$ cat src/lsr_defs.svh
/*
  Offsets, field positions, reset values and counts of the LIN slave receiver.
  Assumes byte offsets are taken from haddr[7:0] of a word-aligned AHB-Lite access.
*/
`ifndef LSR_DEFS_SVH
`define LSR_DEFS_SVH
`define LSR_OFS_STATUS 8'h00
`define LSR_OFS_DATA 8'h04
`define LSR_OFS_CR1 8'h08
`define LSR_OFS_CR2 8'h0c
`define LSR_OFS_LINCR 8'h10
`define LSR_OFS_DIVM 8'h14
`define LSR_OFS_DIVF 8'h18
`define LSR_OFS_SMEAS 8'h1c
`define LSR_STATUS_RST 8'hc0
`define LSR_CR1_RST 7'h00
`define LSR_CR2_RST 8'h00
`define LSR_LINCR_RST 4'h0
`define LSR_CR1_PCE 2
`define LSR_CR1_RSV 1
`define LSR_CR1_PIE 0
`define LSR_CR2_RIE 5
`define LSR_CR2_MUTE 1
`define LSR_LIN_EN 6
`define LSR_LIN_SLV 5
`define LSR_LIN_HDM 3
`define LSR_LIN_HIE 2
`define LSR_LIN_HDF 1
`define LSR_LIN_LSF 0
`define LSR_OVS 16
`define LSR_SAMP_FIRST 4'h7
`define LSR_SAMP_LAST 4'h9
`define LSR_BRK_BITS 11
`define LSR_HDR_TMO_BITS 57
`define LSR_IDLE_BITS 10
`define LSR_SYNC_EDGES 5
`endif

$ cat src/lsr_pkg.sv
/*
  Types shared by the LIN slave receiver modules.
  Assumes the constants of lsr_defs.svh.
*/
package lsr_pkg;
  typedef enum logic [1:0] {
    CH_IDLE = 2'b00,
    CH_START = 2'b01,
    CH_DATA = 2'b10,
    CH_STOP = 2'b11
  } lsr_char_e;
  typedef enum logic [1:0] {
    H_IDLE = 2'b00,
    H_SYNC = 2'b01,
    H_GAP = 2'b10,
    H_ID = 2'b11
  } lsr_hdr_e;
  typedef struct packed {
    logic rx_full;
    logic idle;
    logic hdr_err;
    logic noise;
    logic frame_err;
    logic par_err;
  } lsr_flags_s;
  typedef struct packed {
    logic rd;
    logic wr;
    logic [7:0] ofs;
  } lsr_ahb_req_s;
endpackage

$ cat src/lsr_baud_gen.sv
/*
  Fractional divider making the 16x oversampling tick from the CPU clock.
  Assumes the divisor is 8.4 fixed point; a zero integer part stops the tick.
*/
`timescale 1ns/10ps
module lsr_baud_gen import lsr_pkg::*; #(
  parameter int MANT_W = 8,
  parameter int FRAC_W = 4
) (
  // Clock and reset
  input wire logic clk_sys,
  input wire logic sys_rst,
  // Control
  input wire logic [MANT_W+FRAC_W-1:0] divisor,
  input wire logic realign,
  // Tick
  output logic tick
);
  localparam int AW = MANT_W + FRAC_W + 1;
  localparam logic [AW-1:0] ONE = AW'(1 << FRAC_W);

  logic [AW-1:0] acc_q;
  logic [AW-1:0] acc_nx;
  logic run;

  assign run = divisor[MANT_W+FRAC_W-1:FRAC_W] != '0;
  assign acc_nx = acc_q + ONE;
  // One tick per divisor CPU cycles on average: bit rate is fcpu/(16*divisor)
  assign tick = run && !realign && (acc_nx >= {1'b0, divisor});

  always_ff @(posedge clk_sys or posedge sys_rst) begin
    if (sys_rst) begin
      acc_q <= '0;
    end else if (!run || realign) begin
      acc_q <= '0;
    end else if (tick) begin
      acc_q <= acc_nx - {1'b0, divisor};
    end else begin
      acc_q <= acc_nx;
    end
  end
endmodule

$ cat src/lsr_receiver.sv
/*
  LIN slave receive logic with status and control registers on AHB-Lite.
  Assumes one 40 MHz clock, an asynchronous rx_line from the transceiver and a
  single AHB-Lite master doing whole-word single transfers.
*/
// The register addresses and the AHB-Lite interface to the registers were decided locally.
// Functional notes
// - Break needs eleven consecutive low bit times
// - All-zero character never counts as break
// - Each bit oversampled sixteen times
// - Bit value is majority of samples 8-10
// - Sample phase restarts on every start bit
// - Synch length measured over eight bit times
// - Synch counter and edges on CPU clock
// - Baud rate steps of one sixteenth divisor
// - Muted slave discards bits until break, or until identifier with the identifier method
// - Mute wakes on break or identifier, selectable
// - Status resets to c0, fixed bit order
// - Header error: synch corrupt, timeout, overrun
// - Header error interrupts when rx irq enabled
// - Clear synch state before header error clears
// - Outside headers header error means overrun
// - Noise flag only meaningful in master mode
// - Slave framing error needs some recessive bit
// - Break sets header detect, not framing error; the identifier method sets header detect on identifier
// - Framing error clears: status then data read
// - Identifier parity error flag, clear, interrupt
// - Control one: bit2 parity enable, bit1 reserved
// - Slave rate is fcpu/(16*8.4 divisor)
// - Synch state set on break, cleared after
`timescale 1ns/10ps
`include "lsr_defs.svh"
module lsr_receiver import lsr_pkg::*; (
  // Clock and reset
  input wire logic clk_sys,
  input wire logic sys_rst,
  // AHB-Lite slave
  input wire logic hsel,
  input wire logic [31:0] haddr,
  input wire logic [1:0] htrans,
  input wire logic hwrite,
  input wire logic [2:0] hsize,
  input wire logic [31:0] hwdata,
  input wire logic hready,
  output logic hreadyout,
  output logic [31:0] hrdata,
  output logic hresp,
  // LIN line and interrupt
  input wire logic rx_line,
  output logic serial_irq
);
  localparam logic [7:0] BRK_TICKS = 8'(`LSR_BRK_BITS * `LSR_OVS);
  localparam logic [7:0] IDLE_TICKS = 8'(`LSR_IDLE_BITS * `LSR_OVS);
  localparam logic [9:0] TMO_TICKS = 10'(`LSR_HDR_TMO_BITS * `LSR_OVS);
  localparam logic [2:0] LAST_EDGE = 3'(`LSR_SYNC_EDGES - 1);
  localparam logic [7:0] STATUS_RST = `LSR_STATUS_RST;

  function automatic logic maj3(input logic [2:0] s);
    return (s[0] & s[1]) | (s[0] & s[2]) | (s[1] & s[2]);
  endfunction

  function automatic logic id_parity_ok(input logic [7:0] id);
    logic p0;
    logic p1;
    p0 = id[0] ^ id[1] ^ id[2] ^ id[4];
    p1 = ~(id[1] ^ id[3] ^ id[4] ^ id[5]);
    return (id[6] == p0) && (id[7] == p1);
  endfunction

  // Bus front end: zero wait states, read data registered in the address phase
  lsr_ahb_req_s req;
  lsr_ahb_req_s wreq_q;
  logic [31:0] hrdata_q;
  logic rd_status, rd_data, rd_lincr, wr_cr1, wr_cr2, wr_lincr, wr_divm, wr_divf;

  assign req.rd = hsel && hready && htrans[1] && !hwrite;
  assign req.wr = hsel && hready && htrans[1] && hwrite;
  assign req.ofs = haddr[7:0];
  assign hreadyout = 1'b1;
  assign hresp = 1'b0;
  assign hrdata = hrdata_q;
  assign rd_status = req.rd && req.ofs == `LSR_OFS_STATUS;
  assign rd_data = req.rd && req.ofs == `LSR_OFS_DATA;
  assign rd_lincr = req.rd && req.ofs == `LSR_OFS_LINCR;
  assign wr_cr1 = wreq_q.wr && wreq_q.ofs == `LSR_OFS_CR1;
  assign wr_cr2 = wreq_q.wr && wreq_q.ofs == `LSR_OFS_CR2;
  assign wr_lincr = wreq_q.wr && wreq_q.ofs == `LSR_OFS_LINCR;
  assign wr_divm = wreq_q.wr && wreq_q.ofs == `LSR_OFS_DIVM;
  assign wr_divf = wreq_q.wr && wreq_q.ofs == `LSR_OFS_DIVF;

  always_ff @(posedge clk_sys or posedge sys_rst) begin
    if (sys_rst) begin
      wreq_q <= '0;
    end else begin
      wreq_q <= req;
    end
  end

  // Software registers
  logic [6:0] cr1_q;
  logic rx_ninth_q;
  logic [7:0] cr2_q;
  logic mute_q;
  logic [3:0] lincr_q;
  logic [7:0] div_m_q;
  logic [3:0] div_f_q;
  logic lin_en, slave_mode, master_mode, hdr_method, lsf_q, hdf_q;

  assign lin_en = lincr_q[3];
  assign slave_mode = lin_en && lincr_q[2];
  assign master_mode = lin_en && !lincr_q[2];
  assign hdr_method = lincr_q[1];

  always_ff @(posedge clk_sys or posedge sys_rst) begin
    if (sys_rst) begin
      cr1_q <= `LSR_CR1_RST;
      cr2_q <= `LSR_CR2_RST;
      lincr_q <= `LSR_LINCR_RST;
      div_m_q <= 8'h00;
      div_f_q <= 4'h0;
    end else begin
      if (wr_cr1) begin
        cr1_q <= hwdata[6:0] & ~7'(1 << `LSR_CR1_RSV);
      end
      if (wr_cr2) begin
        cr2_q <= hwdata[7:0];
      end
      if (wr_lincr) begin
        lincr_q <= {hwdata[`LSR_LIN_EN], hwdata[`LSR_LIN_SLV], hwdata[`LSR_LIN_HDM],
                    hwdata[`LSR_LIN_HIE]};
      end
      if (wr_divm) begin
        div_m_q <= hwdata[7:0];
      end
      if (wr_divf) begin
        div_f_q <= hwdata[3:0];
      end
    end
  end

  // Receive line: three flops, a level change is taken when the last two agree
  logic rx_m_q, rx_s2_q, rx_s3_q, rx_q, rx_prev_q, rx_fall;

  always_ff @(posedge clk_sys or posedge sys_rst) begin
    if (sys_rst) begin
      rx_m_q <= 1'b1;
      rx_s2_q <= 1'b1;
      rx_s3_q <= 1'b1;
      rx_q <= 1'b1;
      rx_prev_q <= 1'b1;
    end else begin
      rx_m_q <= rx_line;
      rx_s2_q <= rx_m_q;
      rx_s3_q <= rx_s2_q;
      if (rx_s2_q == rx_s3_q) begin
        rx_q <= rx_s3_q;
      end
      rx_prev_q <= rx_q;
    end
  end
  assign rx_fall = rx_prev_q && !rx_q;

  // Character receiver
  lsr_char_e ch_q;
  lsr_hdr_e hdr_q;
  logic [3:0] phase_q;
  logic [2:0] bit_q;
  logic [2:0] samp_q;
  logic [7:0] shift_q;
  logic ones_q, noisy_q, tick, ch_en, start_det, bit_end, bit_val, char_done;

  assign ch_en = !(slave_mode && (hdr_q == H_SYNC || hdr_q == H_GAP));
  assign start_det = ch_q == CH_IDLE && ch_en && !rx_q;
  assign bit_end = tick && phase_q == 4'hf;
  assign bit_val = maj3(samp_q);
  assign char_done = ch_q == CH_STOP && bit_end;

  lsr_baud_gen #(
    .MANT_W(8),
    .FRAC_W(4)
  ) u_baud (
    .clk_sys(clk_sys),
    .sys_rst(sys_rst),
    .divisor({div_m_q, div_f_q}),
    .realign(start_det),
    .tick(tick)
  );

  always_ff @(posedge clk_sys or posedge sys_rst) begin
    if (sys_rst) begin
      ch_q <= CH_IDLE;
      phase_q <= 4'h0;
      bit_q <= 3'h0;
      samp_q <= 3'h0;
      shift_q <= 8'h00;
      ones_q <= 1'b0;
      noisy_q <= 1'b0;
    end else if (!ch_en) begin
      ch_q <= CH_IDLE;
    end else if (start_det) begin
      ch_q <= CH_START;
      phase_q <= 4'h0;
      ones_q <= 1'b0;
      noisy_q <= 1'b0;
    end else if (tick && ch_q != CH_IDLE) begin
      phase_q <= phase_q + 4'h1;
      if (phase_q >= `LSR_SAMP_FIRST && phase_q <= `LSR_SAMP_LAST) begin
        samp_q[2'(phase_q - `LSR_SAMP_FIRST)] <= rx_q;
      end
      if (bit_end) begin
        noisy_q <= noisy_q || (samp_q != 3'h0 && samp_q != 3'h7);
        case (ch_q)
          CH_START: begin
            ch_q <= bit_val ? CH_IDLE : CH_DATA;
            bit_q <= 3'h0;
          end
          CH_DATA: begin
            shift_q <= {bit_val, shift_q[7:1]};
            ones_q <= ones_q || bit_val;
            bit_q <= bit_q + 3'h1;
            if (bit_q == 3'h7) begin
              ch_q <= CH_STOP;
            end
          end
          default: begin
            ch_q <= CH_IDLE;
          end
        endcase
      end
    end
  end

  // Break and idle-line counters on oversampling ticks
  logic [7:0] lo_cnt_q;
  logic [7:0] hi_cnt_q;
  logic brk_pulse, idle_pulse, idle_arm_q;

  assign brk_pulse = slave_mode && tick && !rx_q && lo_cnt_q == BRK_TICKS - 8'h01;
  assign idle_pulse = idle_arm_q && tick && rx_q && hi_cnt_q == IDLE_TICKS - 8'h01;

  always_ff @(posedge clk_sys or posedge sys_rst) begin
    if (sys_rst) begin
      lo_cnt_q <= 8'h00;
      hi_cnt_q <= 8'h00;
      idle_arm_q <= 1'b0;
    end else begin
      if (rx_q) begin
        lo_cnt_q <= 8'h00;
      end else if (tick && lo_cnt_q != BRK_TICKS) begin
        lo_cnt_q <= lo_cnt_q + 8'h01;
      end
      if (!rx_q) begin
        hi_cnt_q <= 8'h00;
      end else if (tick && hi_cnt_q != IDLE_TICKS) begin
        hi_cnt_q <= hi_cnt_q + 8'h01;
      end
      if (char_done) begin
        idle_arm_q <= 1'b1;
      end else if (idle_pulse) begin
        idle_arm_q <= 1'b0;
      end
    end
  end

  // Header sequencing: break, synch measurement, identifier, timeout
  logic [2:0] edge_q;
  logic [14:0] meas_q;
  logic [14:0] sync_meas_q;
  logic [9:0] tmo_q;
  logic tmo_on_q, blocked_q, sync_end, sync_ovf, tmo_pulse, id_done;

  assign sync_end = hdr_q == H_SYNC && lsf_q && !blocked_q && rx_fall && edge_q == LAST_EDGE;
  assign sync_ovf = hdr_q == H_SYNC && !blocked_q && edge_q != 3'h0 && meas_q == 15'h7fff;
  assign tmo_pulse = tmo_on_q && tick && tmo_q == TMO_TICKS - 10'h001;
  assign id_done = hdr_q == H_ID && char_done;

  always_ff @(posedge clk_sys or posedge sys_rst) begin
    if (sys_rst) begin
      hdr_q <= H_IDLE;
      edge_q <= 3'h0;
      meas_q <= 15'h0000;
      sync_meas_q <= 15'h0000;
      blocked_q <= 1'b0;
    end else if (brk_pulse) begin
      hdr_q <= H_SYNC;
      edge_q <= 3'h0;
      meas_q <= 15'h0000;
      blocked_q <= 1'b0;
    end else begin
      case (hdr_q)
        H_SYNC: begin
          if (!lsf_q || tmo_pulse) begin
            hdr_q <= H_IDLE;
          end else if (sync_ovf) begin
            blocked_q <= 1'b1;
          end else if (!blocked_q) begin
            if (edge_q != 3'h0) begin
              meas_q <= meas_q + 15'h0001;
            end
            if (rx_fall) begin
              edge_q <= edge_q + 3'h1;
            end
            if (sync_end) begin
              sync_meas_q <= meas_q;
              hdr_q <= H_GAP;
            end
          end
        end
        H_GAP: begin
          if (tmo_pulse) begin
            hdr_q <= H_IDLE;
          end else if (rx_q) begin
            hdr_q <= H_ID;
          end
        end
        H_ID: begin
          if (id_done || tmo_pulse) begin
            hdr_q <= H_IDLE;
          end
        end
        default: begin
          hdr_q <= H_IDLE;
        end
      endcase
    end
  end

  always_ff @(posedge clk_sys or posedge sys_rst) begin
    if (sys_rst) begin
      tmo_q <= 10'h000;
      tmo_on_q <= 1'b0;
    end else if (brk_pulse) begin
      tmo_q <= 10'h000;
      tmo_on_q <= hdr_method;
    end else if (tmo_pulse || id_done || sync_ovf || (hdr_q == H_SYNC && !lsf_q)) begin
      tmo_on_q <= 1'b0;
    end else if (tmo_on_q && tick) begin
      tmo_q <= tmo_q + 10'h001;
    end
  end

  // Status flags and the data register
  lsr_flags_s fl_q;
  logic [7:0] data_q;
  logic seen_q, muted, deliver, id_wake, overrun, fe_set, clr_seq, hdf_clr;

  assign muted = mute_q && slave_mode;
  assign id_wake = id_done && muted && hdr_method;
  assign deliver = char_done && ch_en && (!muted || id_wake);
  assign overrun = deliver && fl_q.rx_full;
  assign fe_set = deliver && !bit_val && (!slave_mode || ones_q);
  assign clr_seq = seen_q && rd_data;
  assign hdf_clr = seen_q && rd_lincr;

  always_ff @(posedge clk_sys or posedge sys_rst) begin
    if (sys_rst) begin
      fl_q <= '0;
      data_q <= 8'h00;
      seen_q <= 1'b0;
    end else begin
      if (rd_status) begin
        seen_q <= 1'b1;
      end else if (rd_data || rd_lincr) begin
        seen_q <= 1'b0;
      end
      if (deliver && !fl_q.rx_full) begin
        data_q <= shift_q;
        fl_q.rx_full <= 1'b1;
      end else if (rd_data) begin
        fl_q.rx_full <= 1'b0;
      end
      if (idle_pulse) begin
        fl_q.idle <= 1'b1;
      end else if (clr_seq) begin
        fl_q.idle <= 1'b0;
      end
      if (overrun || sync_ovf || tmo_pulse) begin
        fl_q.hdr_err <= 1'b1;
      end else if (clr_seq && !lsf_q) begin
        fl_q.hdr_err <= 1'b0;
      end
      if (deliver && master_mode && noisy_q) begin
        fl_q.noise <= 1'b1;
      end else if (clr_seq) begin
        fl_q.noise <= 1'b0;
      end
      if (fe_set) begin
        fl_q.frame_err <= 1'b1;
      end else if (clr_seq) begin
        fl_q.frame_err <= 1'b0;
      end
      if (id_done && cr1_q[`LSR_CR1_PCE] && !id_parity_ok(shift_q)) begin
        fl_q.par_err <= 1'b1;
      end else if (clr_seq) begin
        fl_q.par_err <= 1'b0;
      end
    end
  end

  // Ninth received bit: plain data, left without reset
  always_ff @(posedge clk_sys) begin
    if (deliver) begin
      rx_ninth_q <= bit_val;
    end
  end

  // Synch state, header detect and mute; hardware set or wake clear wins over software write
  always_ff @(posedge clk_sys or posedge sys_rst) begin
    if (sys_rst) begin
      lsf_q <= 1'b0;
      hdf_q <= 1'b0;
      mute_q <= 1'b0;
    end else begin
      if (brk_pulse) begin
        lsf_q <= 1'b1;
      end else if (sync_end || tmo_pulse) begin
        lsf_q <= 1'b0;
      end else if (wr_lincr && !hwdata[`LSR_LIN_LSF]) begin
        lsf_q <= 1'b0;
      end
      if ((brk_pulse && !hdr_method) || (id_done && hdr_method)) begin
        hdf_q <= 1'b1;
      end else if (hdf_clr) begin
        hdf_q <= 1'b0;
      end
      if ((brk_pulse && muted && !hdr_method) || id_wake) begin
        mute_q <= 1'b0;
      end else if (wr_cr2) begin
        mute_q <= hwdata[`LSR_CR2_MUTE];
      end
    end
  end

  // Read mux
  function automatic logic [7:0] rd_mux(input logic [7:0] ofs);
    case (ofs)
      `LSR_OFS_STATUS: return {STATUS_RST[7:6], fl_q};
      `LSR_OFS_DATA: return data_q;
      `LSR_OFS_CR1: return {rx_ninth_q, cr1_q};
      `LSR_OFS_CR2: return {cr2_q[7:2], mute_q, cr2_q[0]};
      `LSR_OFS_LINCR: return {1'b0, lincr_q[3:2], 1'b0, lincr_q[1:0], hdf_q, lsf_q};
      `LSR_OFS_DIVM: return div_m_q;
      `LSR_OFS_DIVF: return {4'h0, div_f_q};
      `LSR_OFS_SMEAS: return sync_meas_q[14:7];
      default: return 8'h00;
    endcase
  endfunction

  always_ff @(posedge clk_sys or posedge sys_rst) begin
    if (sys_rst) begin
      hrdata_q <= 32'h0000_0000;
    end else if (req.rd) begin
      hrdata_q <= {24'h00_0000, rd_mux(req.ofs)};
    end
  end

  assign serial_irq = (cr2_q[`LSR_CR2_RIE] && (fl_q.rx_full || fl_q.hdr_err))
    || (cr1_q[`LSR_CR1_PIE] && fl_q.par_err)
    || (lincr_q[0] && hdf_q);
endmodule

$ cat config.mk
export PLATFORM = sky130hd
export DESIGN_NAME = lsr_receiver
export DESIGN_NICKNAME = d
export VERILOG_FILES = /design/src/lsr_pkg.sv /design/src/lsr_baud_gen.sv /design/src/lsr_receiver.sv
export VERILOG_INCLUDE_DIRS = /design/src /design/src/src
export SDC_FILE = /design/constraint.sdc
export NUM_CORES = 1
export LEC_CHECK = 0
export ABC_AREA = 1
export BUFFER_PORTS_ARGS = -buffer_cell sky130_fd_sc_hd__buf_2
export CAP_MARGIN = 20
export CORE_MARGIN = 10
export CORE_UTILIZATION = 25
export DETAILED_ROUTE_END_ITERATION = 12
export GPL_TIMING_DRIVEN = 0
export PLACE_DENSITY_LB_ADDON = 0.15
export SLEW_MARGIN = 25
export SYNTH_ARGS = -nofsm -noshare
export SYNTH_HDL_FRONTEND = slang
export SYNTH_SLANG_ARGS = --single-unit
$ cat constraint.sdc
create_clock -name clk_sys -period 4.7 [get_ports clk_sys]
set_input_delay 0.47 -clock clk_sys [delete_from_list [all_inputs] [get_ports clk_sys]]
set_output_delay 0.47 -clock clk_sys [all_outputs]
set_load 0.005 [all_outputs]
---- Word-level counts from Yosys, hierarchy flattened ----
Index checks and enable logic that the tools add are counted.
storage, ports and cells
  register bits ........................... 170
  input bits .............................. 75
  output and inout bits ................... 35
cells by class
  add/subtract/negate cells ............... 10
  order comparisons ....................... 5
  eq/ne operators ......................... 42
  muxes and demuxes ....................... 77
  bitwise logic cells ..................... 18
  reduce and logical (&&, ||, !) cells .... 147
operators with widths
  cell                     count
  $mux W15                 6
  $logic_and A1 B1 Y1      70
  $pmux W8 S8              1
  $eq A8 B5 Y1 const B     7
  $reduce_bool A2 Y1       22
  $mux W1                  34
  $eq A8 B4 Y1 const B     4
  $mux W8                  4
  $mux W10                 3
  $mux W2                  14
  $mux W13                 2
  $reduce_and A5 Y1        5
  $logic_or A1 B1 Y1       19
  $mux W3                  6
  $add A8 B1 Y8 const B    2
  $eq A8 B8 Y1 const B     2
  $ne A4 B3 Y1 const B     4
  $ne A8 B8 Y1 const B     2
  $add A15 B1 Y15 const B  1
  $eq A15 B15 Y1 const B   1
  $logic_not A1 Y1         15
  $reduce_bool A3 Y1       5
  $add A13 B5 Y13 const B  1
  $ge A13 B12 Y1           1
  38 further kinds         68

---- Longest topological paths before layout ----
Gate-level depths: netlist (run 1).
  word-level depth ........................ 20
  depth in mapped cells ................... 23
  gate-level depth less buffers ........... 22

---- By module ----
A second synthesis (run 1) with hierarchy kept.
unflattened totals
  cell total of the unflattened synthesis .. 1281
  area, all modules ....................... 9695.5 µm²
by module, submodules not included
  module        times used  cells each  area each (µm²)  sequential area each (µm²)
  lsr_receiver  1           1038        8110.3           3739.8
  lsr_baud_gen  1           243         1585.3           325.3

---- Worst setup path after synthesis (run 1) ----
Ideal clock, no wire load.
  kind .................................... register -> register
  start point ............................. register u_baud.acc_q[4]
  end point ............................... register rx_ninth_q (enable)
  arrival ................................. 2.424 ns
  data required time ...................... 4.388 ns
  path slack .............................. 1.964 ns
  stages on the path, launching flop included .. 19
  clock period less this slack ............ 2.736 ns
  path through ............................ dfrtp_1 > ha_1 > nand2_1 > nor2_2 > nand3_1 > xor2_1 > inv_1 > ha_1 > nand2_1 > inv_1 > nand2_1 > nor2_1 > nand2_1 > nand3_2 > nand2_2 > nand2_4 > nand3_1 > nor2_1 > a21boi_1
on the way
  longest elaborated chain between the ends .. 10
RTL lines
  what                              RTL line             RTL
  start, declared                   lsr_baud_gen.sv:22   logic [AW-1:0] acc_q;
  start signal, assigned            lsr_baud_gen.sv:37   acc_q <= acc_nx - {1'b0, divisor};
  start signal, assigned            lsr_baud_gen.sv:39   acc_q <= acc_nx;
  $add A13 B5 Y13 *                 lsr_baud_gen.sv:27   assign acc_nx = acc_q + ONE;
  $ge A13 B12 Y1 *                  lsr_baud_gen.sv:29   assign tick = run && !realign && (acc_nx >= {1'b0, divisor});
  $logic_and A1 B1 Y1 *             lsr_baud_gen.sv:29
  $logic_and A1 B1 Y1 *             lsr_receiver.sv:174  assign bit_end = tick && phase_q == 4'hf;
  $logic_and A1 B1 Y1 *             lsr_receiver.sv:176  assign char_done = ch_q == CH_STOP && bit_end;
  $logic_and A1 B1 Y1               lsr_receiver.sv:275  assign id_done = hdr_q == H_ID && char_done;
  $logic_and A1 B1 Y1 (2 in a row)  lsr_receiver.sv:348  assign id_wake = id_done && muted && hdr_method;
  $logic_or A1 B1 Y1                lsr_receiver.sv:349  assign deliver = char_done && ch_en && (!muted || id_wake);
  $logic_and A1 B1 Y1 *             lsr_receiver.sv:349
  end signal, assigned              lsr_receiver.sv:403  rx_ninth_q <= bit_val;
  end, declared                     lsr_receiver.sv:101  logic rx_ninth_q;
Every way passes the cells marked *; elsewhere a longest branch is shown, timed or not.
A chain may end at the register's enable or synchronous reset.

---- Final worst setup path (run 1) ----
  start point ............................. register u_baud.acc_q[4]
  end point ............................... register mute_q
on the way
  longest elaborated chain between the ends .. 10
RTL lines
  what                                                        RTL line                                  RTL
  $add A13 B5 Y13 *                                           lsr_baud_gen.sv:27
  $ge A13 B12 Y1 *                                            lsr_baud_gen.sv:29
  $logic_and A1 B1 Y1 *                                       lsr_baud_gen.sv:29
  $logic_and A1 B1 Y1, on equally long branches               lsr_receiver.sv:238, lsr_receiver.sv:174
  $logic_and A1 B1 Y1, on equally long branches               lsr_receiver.sv:238, lsr_receiver.sv:176
  $logic_and A1 B1 Y1, on equally long branches               lsr_receiver.sv:238, lsr_receiver.sv:275
  $logic_and A1 B1 Y1, on equally long branches (2 in a row)  lsr_receiver.sv:426, lsr_receiver.sv:348
  $logic_or A1 B1 Y1 *                                        lsr_receiver.sv:426                       if ((brk_pulse && muted && !hdr_method) || id_wake) begin
  $mux W1 or $reduce_bool A2 Y1 (tied branches)               --
  end signal, assigned                                        lsr_receiver.sv:429                       mute_q <= hwdata[`LSR_CR2_MUTE];
  end, declared                                               lsr_receiver.sv:103                       logic mute_q;
Marks and branches as above.

==> out/metrics.yaml, run 1 <==
detailed_routing:
  drc: 0
  wire_per_inst_um: 14.56
  wirelength_um: 24980
  drt-pass1-iter-count: 5
  ant_nets: 0
  vias_per_cell: 4.365
  vias: 7490
  drt_iter0_drc: 387
timing:
  fin_hold_ws_ns: 0.05647
  max_slew_margin_pct: 38.72
  setup_tns_ns: 0
  post-route-period-util_pct: 71.18
  finalSetupViolations: 0
  finClkSkew_ns: 0.01825
  fin_crit_ns: 3.346
  hold_viol: 0
  max_freq_mhz: 298.9
  slew_viol_final: 0
  worst_pin_slew_ns: 0.9121
  rsz0062_at_grt: "false"
logic_synthesis:
  syn_area_per_cell_um2: 8.071
  synth_edf_count: 1
  synth_top_cell_area_share_pct: 41.88
  yosysTopAreaCell: "dfrtp_1"
  synth_area_um2: 9321
  yosysUniqueCellTypes: 54
  ys_ff_latch: 162
  ys_seq_area_share_pct: 43.61
  yosysMostFrequentCell: "nand2_1"
  synthFlopType: "dfrtp_1"
  yosys_warnings: 0
  synthTopCellsByCount: "273 x nand2_1, 156 x dfrtp_1, 141 x inv_1, 103 x nor2_1, 80 x o21ai_0"
  synthArstFlopShare_pct: 99.38
  syn_inst: 1155
  synth_area_leaders: "dfrtp_1 42%, nand2_1 11%, inv_1 5.7%"
power_and_ir_drop:
  p_comb_share_pct: 12.5
  p_int_mw: 2.318
  p_per_area_nw_per_um2: 304.7
  leakagePower_nw: 5.426
  seq_power_share_pct: 45.0
  p_sw_mw: 0.9964
  ir_drop_uv: 187.9
  clkPwrFrac_pct: 42.4
  switching_share_pct: 30.07
worst_setup_path:
  crit_fanout: 8
  rrSetupSlack_ns: 1.35
  crit_path_end_kind: "register"
  cp-start-kind: "register"
  critPathKind: "reg -> reg"
  critPathArrivalTime_ns: 3.66
  worstPathRequired_ns: 5.01
finish:
  synthToLayoutAreaGrowth_pct: 16.67
  antenna_cells: 0
  drive_above_1_share_pct: 13.22
  utilization_pct: 29.64
  nNetsFinal: 1347
  fill_cells: 3926
clock_tree:
  hold_buffers: 0
  clk-insertion-delay-late_ns: 0.44
  cts_tree: "yes"
  ctsResizeCount: 0
  clkTransAtPathRegs_ns: 0.08
  clkSinkCount: 162
  cts_buffer_depth: 2
  postCtsSetupBuffers: 0
  htree_levels: 4
  ctsRootBufferMaster: "clkbuf_16"
  cts_buffers: 17
placed_design:
  port_buffers: 31
  hpwl_um: 19470
  gp_congestion: 0.8264
floorplan:
  die_y_um: 213.1
  row_count: 70
  die_w_um: 213.1
  fp.coreArea_um2: 36700
  ios: 110
  start_util_pct: 25.40
  die_area_um2: 45410
global_routing:
  grt_util_all_layers_pct: 11.42
  busiest_layer: "met2"
  grt_pass1_vias: 7320
  antenna_found_initial: 0
  grt_pass1_wl_um: 40920
  use_met2_pct: 18.12
  use_met1_pct: 15.65
  grt_start_max_net_pins: 29
  grt_overflow: 0
  use_met3_pct: 2.155
flow_run:
  drv_cap: 0
outcome:
  status: "completed"
worst_hold_path:
  hold_path.class: "in -> async"
-- area by class of cell --
type / instances / area [um^2] / area share, %
Clock buffer: 17 / 425.4 / 3.912
Multi-Input combinational cell: 819 / 4452 / 40.93
Sequential cell: 162 / 4065 / 37.38
Tap cell: 468 / 585.6 / 5.384
Inverter: 149 / 565.5 / 5.200
Clock inverter: 15 / 158.9 / 1.461
Buffer: 49 / 332.8 / 3.060
Timing Repair Buffer: 37 / 290.3 / 2.669
-- power groups by stage --
stage | clock network [mW] | registers [mW] | logic [mW]
CTS | 1.45 | 1.49 | 0.420
finish | 1.41 | 1.49 | 0.416
global route | 1.52 | 1.50 | 0.478
global placement | 0 | 1.52 | 0.403
detailed placement | 0 | 1.52 | 0.419
floorplan | 0 | 1.51 | 0.302
-- critical path, stage by stage (launching register included) --
cell and delay, ns:
dfrtp_1 0.40, ha_1 0.20, nand2_1 0.08, nor2_2 0.15
nand3_1 0.10, xor2_1 0.23, inv_1 0.08, ha_1 0.35
nand2_1 0.07, inv_1 0.07, nand2_1 0.06, nor2_1 0.08
nand2_1 0.06, nand3_2 0.09, nand2_2 0.07, nand2_4 0.16
nand2_8 0.14, inv_4 0.16, nand3_1 0.20, o21ai_0 0.34
a21oi_1 0.10
-- path summary, 6_finish.rpt --
| path | to | cells after the start | from |
|---|---|---|---|
| max | mute_q | 20 | u_baud.acc_q[4] |
| max in group asynchronous | rx_s2_q | 5 | sys_rst |
| min reg2reg | rx_s2_q | 0 | rx_m_q |
| max reg2reg | mute_q | 20 | u_baud.acc_q[4] |
| min | wreq_q[6] | 2 | sys_rst |
| min in group clk_sys | rx_m_q | 1 | rx_line |
-- cell families (layout without fill, tap and decap cells) --
| group | Yosys count | after routing | share of synthesized area [%] |
|---|---|---|---|
| AOI/OAI and AO/OA | 164 | 164 | 10.26 |
| other | 2 | 26 | 0.08057 |
| adders and majority gates | 38 | 38 | 5.154 |
| xor gates and xnor gates | 51 | 51 | 4.792 |
| buffers and inverters | 198 | 267 | 9.597 |
| and+or+nand+nor | 540 | 540 | 26.51 |
| DFF | 162 | 162 | 43.61 |
-- layer usage --
layer,wire length [um],vias up
met5,0,-
met4,209,0
met3,844,16
met2,11500,84
met1,12420,3521
li1,-,3869
-- placed cells by master (no fill, tap or decap), drive strengths merged, types with 2 or more instances in the layout --
cell type,synthesis,routed
ha,36,36
inv,149,158
a21o,2,2
clkinvlp,0,3
o21ai,98,98
or2,3,3
conb,2,26
nand4,31,31
xnor2,16,16
dfstp,5,5
xor2,35,35
clkinv,0,3
nor4,5,5
o21a,2,2
nand3,77,77
clkbuf,7,24
nor3b,2,2
nor2,109,109
o211ai,4,4
o2111ai,3,3
o22ai,12,12
buf,42,79
nor3,29,29
o31ai,6,6
dfrtp,156,156
a22o,2,2
a21oi,27,27
a31oi,2,2
nand2,282,282
-- registers in the layout, indices dropped and copies added, names as in the netlist, 6 cells and up --
name	count
cr1_q	6
tmo_q	10
lo_cnt_q	8
data_q	8
meas_q	15
cr2_q	7
sync_meas_q	8
fl_q	6
hrdata	8
shift_q	8
div_m_q	8
u_baud.acc_q	13
hi_cnt_q	8
wreq_q	9
-- through the flow --
stage                     instance area, um^2  setup WS [ns]  total power [mW]  instances
after floorplan                          9415          1.964             1.814       1179
after global placement                  10160         0.8544             1.923       1678
after detailed placement                10290          1.357             1.939       1684
after CTS                               10880          1.330             3.364       1716
after global routing                    10880          1.049             3.493       1716
final                                   10880          1.354             3.314       1716
(Power assumes the default switching activity.)
==> run 2: changes to the inputs <==
clock period = 3.2 ns   (was 4.7 ns; I/O delays follow)
==> run 2 against run 1 <==
Net effect:
- sequential power increased by 47%
- non-clock buffer count increased by 21
- sequential share of layout area is 1.3 points lower
- setup slack worse by 1.2 ns
- wire length up 1.9%
- critical path depth increased by 1
- die area is the same
- hold slack worse by 0.033 ns
- critical endpoint is now samp_q[2]
- highest routed layer unchanged
==> out/metrics.yaml, run 2 (synthesized netlist as in run 1, its figures left out) <==
floorplan:
  die_y_um: 213.1
  fp.coreArea_um2: 36700
  start_util_pct: 25.40
  ios: 110
  die_area_um2: 45410
  die_w_um: 213.1
  row_count: 70
detailed_routing:
  wirelength_um: 25460
  vias: 7609
  drt_iter0_drc: 379
  drc: 0
  wire_per_inst_um: 14.65
  vias_per_cell: 4.378
  ant_nets: 0
  drt-pass1-iter-count: 5
finish:
  reg_top3: "meas_q x15, u_baud.acc_q x13, tmo_q x10"
  final_common_cell: "nand2_1"
  synthToLayoutAreaGrowth_pct: 20.93
  final_area_um2: 11270
  largest_reg_flops: 15
  nNetsFinal: 1369
  multi_input_area_um2: 4648
  drive_above_1_share_pct: 16.30
  final_cell_mix: "266 x nand2_1, 156 x dfrtp_1, 136 x inv_1"
  antenna_cells: 0
  fill_cells: 3902
  register_area_um2: 4065
  regMostFlops: "meas_q"
clock_tree:
  clk-insertion-delay-late_ns: 0.44
  cts_buffer_depth: 2
  htree_levels: 4
  clkTransAtPathRegs_ns: 0.08
  clkSinkCount: 162
  cts_tree: "yes"
  cts_buffers: 17
  ctsRootBufferMaster: "clkbuf_16"
worst_setup_path:
  critPathArrivalTime_ns: 3.38
  critPathKind: "reg -> reg"
  slowest_delay_ns: 0.37
  cp-start-kind: "register"
  cpMostUsedCell: "nand2_2"
  worstPathRequired_ns: 3.57
  path_delay_family: "simple AND/OR/NAND/NOR gates"
  cpMaxStageDelayCell: "dfrtp_1"
  crit_fanout: 7
  crit_path_end_kind: "register"
  cp_cell_sequence: "ha_2 -> nand2_2 -> nor2_4 -> nand3_2 -> xor2_2 -> inv_2 -> ha_4 -> nand2_2 -> inv_2 -> nand2_2 -> nor2_1 -> nand2_1 -> nand3_2 -> nand2_4 -> nand2_8 -> nand2_8 -> nor2_8 -> nand4_1 -> nor2_2 -> nand2_1 -> o21ai_1"
  path_buf_inv: 2
power_and_ir_drop:
  leakagePower_nw: 5.524
  ir_drop_uv: 276.8
  p_per_area_nw_per_um2: 440.3
global_routing:
  grt_util_all_layers_pct: 11.49
  grt_pass1_wl_um: 41190
  grt_pass1_vias: 7384
  grt_start_max_net_pins: 29
  grt_overflow: 0
  antenna_found_initial: 0
placed_design:
  port_buffers: 31
  placement.cell_area_um2: 10290
  hpwl_um: 19470
  gp_congestion: 0.8264
  dp_slack_ns: -0.1432
timing:
  hold_viol: 0
  finalSetupViolations: 0
  rsz0062_at_grt: "true"
  finClkSkew_ns: 0.01684
  worst_pin_slew_ns: 0.9445
  fin_crit_ns: 3.008
  post-route-period-util_pct: 93.99
  fin_ws_ns: 0.1924
  slew_viol_final: 0
  max_slew_margin_pct: 36.55
  max_freq_mhz: 332.5
worst_hold_path:
  hold_path.class: "in -> reg"
flow_run:
  drv_cap: 0
outcome:
  status: "completed"
==> run 2: changes by cell type in the layout (fill, tap and decap cells not counted), sizes merged <==
| cell | change |
|---|---|
| buf | +9 |
| clkbuf | +3 |
| dlygate4sd3 | +9 |
| nor2 | +1 |
==> run 2: layer usage <==
metal  up-vias  part of all wire [%]  routed length, um  track usage, %
met5         -                     0                  0               0
met4         0                  0.89                227           2.708
met3        18                   2.8                713           2.155
met2        80                    46              11770           18.30
met1      3606                    50              12750           15.73
li1       3905                     -                  -               -
==> run 2: where the power goes <==
group	switching (mW)	total [mW]	internal, mW
sequential	0.0622	2.19	2.13
clock	1.03	2.07	1.05
combinational	0.421	0.694	0.273
==> run 2: final timing paths <==
check,to,from,slack (ns),depth (start not counted)
max,samp_q[2],u_baud.acc_q[4],0.19,21
min,wreq_q[3],haddr[3],0.02,1
max reg2reg,samp_q[2],u_baud.acc_q[4],0.19,21
min reg2reg,rx_s2_q,rx_m_q,0.36,0
max in group asynchronous,rx_s2_q,sys_rst,1.68,6
min in group asynchronous,wreq_q[6],sys_rst,0.46,3
==> run 2: per-stage QoR <==
step	util (%)	total power, mW	instances	TNS (ns)	hold slack [ns]
2_1_floorplan	-	2.664	1179	0	0.3245
3_3_place_gp	27.67	2.825	1678	-76.46	0.3474
3_5_place_dp	28.04	2.848	1684	-1.305	0.3479
4_1_cts	30.06	4.965	1729	0	0.007729
5_1_grt	30.72	5.222	1738	-0.3995	0.01123
6_report	30.72	4.963	1738	0	0.02356
==> run 2: worst register-to-register path, cell delays in order (launching register included) <==
cell and delay, ns:
dfrtp_1 0.37, ha_2 0.20, nand2_2 0.07, nor2_4 0.14
nand3_2 0.10, xor2_2 0.23, inv_2 0.07, ha_4 0.29
nand2_2 0.05, inv_2 0.06, nand2_2 0.05, nor2_1 0.09
nand2_1 0.06, nand3_2 0.10, nand2_4 0.08, nand2_8 0.13
nand2_8 0.12, nor2_8 0.19, nand4_1 0.23, nor2_2 0.19
nand2_1 0.06, o21ai_1 0.09
==> run 2: final cells by class <==
| cell class | count | share of cell area, % |
|---|---|---|
| multi-input combinational | 820 | 41.24 |
| sequential | 162 | 36.06 |
| tap | 468 | 5.195 |
| inverter | 149 | 5.062 |
| timing repair buffer | 58 | 4.174 |
| clock buffer | 17 | 3.774 |
| buffer | 49 | 3.086 |
| clock inverter | 15 | 1.410 |
==> run 2: what timing repair did <==
item / CTS / global route
endpoints found under the hold margin: 26 / 0
resized for setup: 11 / 44
pin swaps: 1 / 18
endpoints found under the setup margin: 76 / 100
cloned: 0 / 2
setup buffers: 4 / 7
hold buffers: 9 / 0
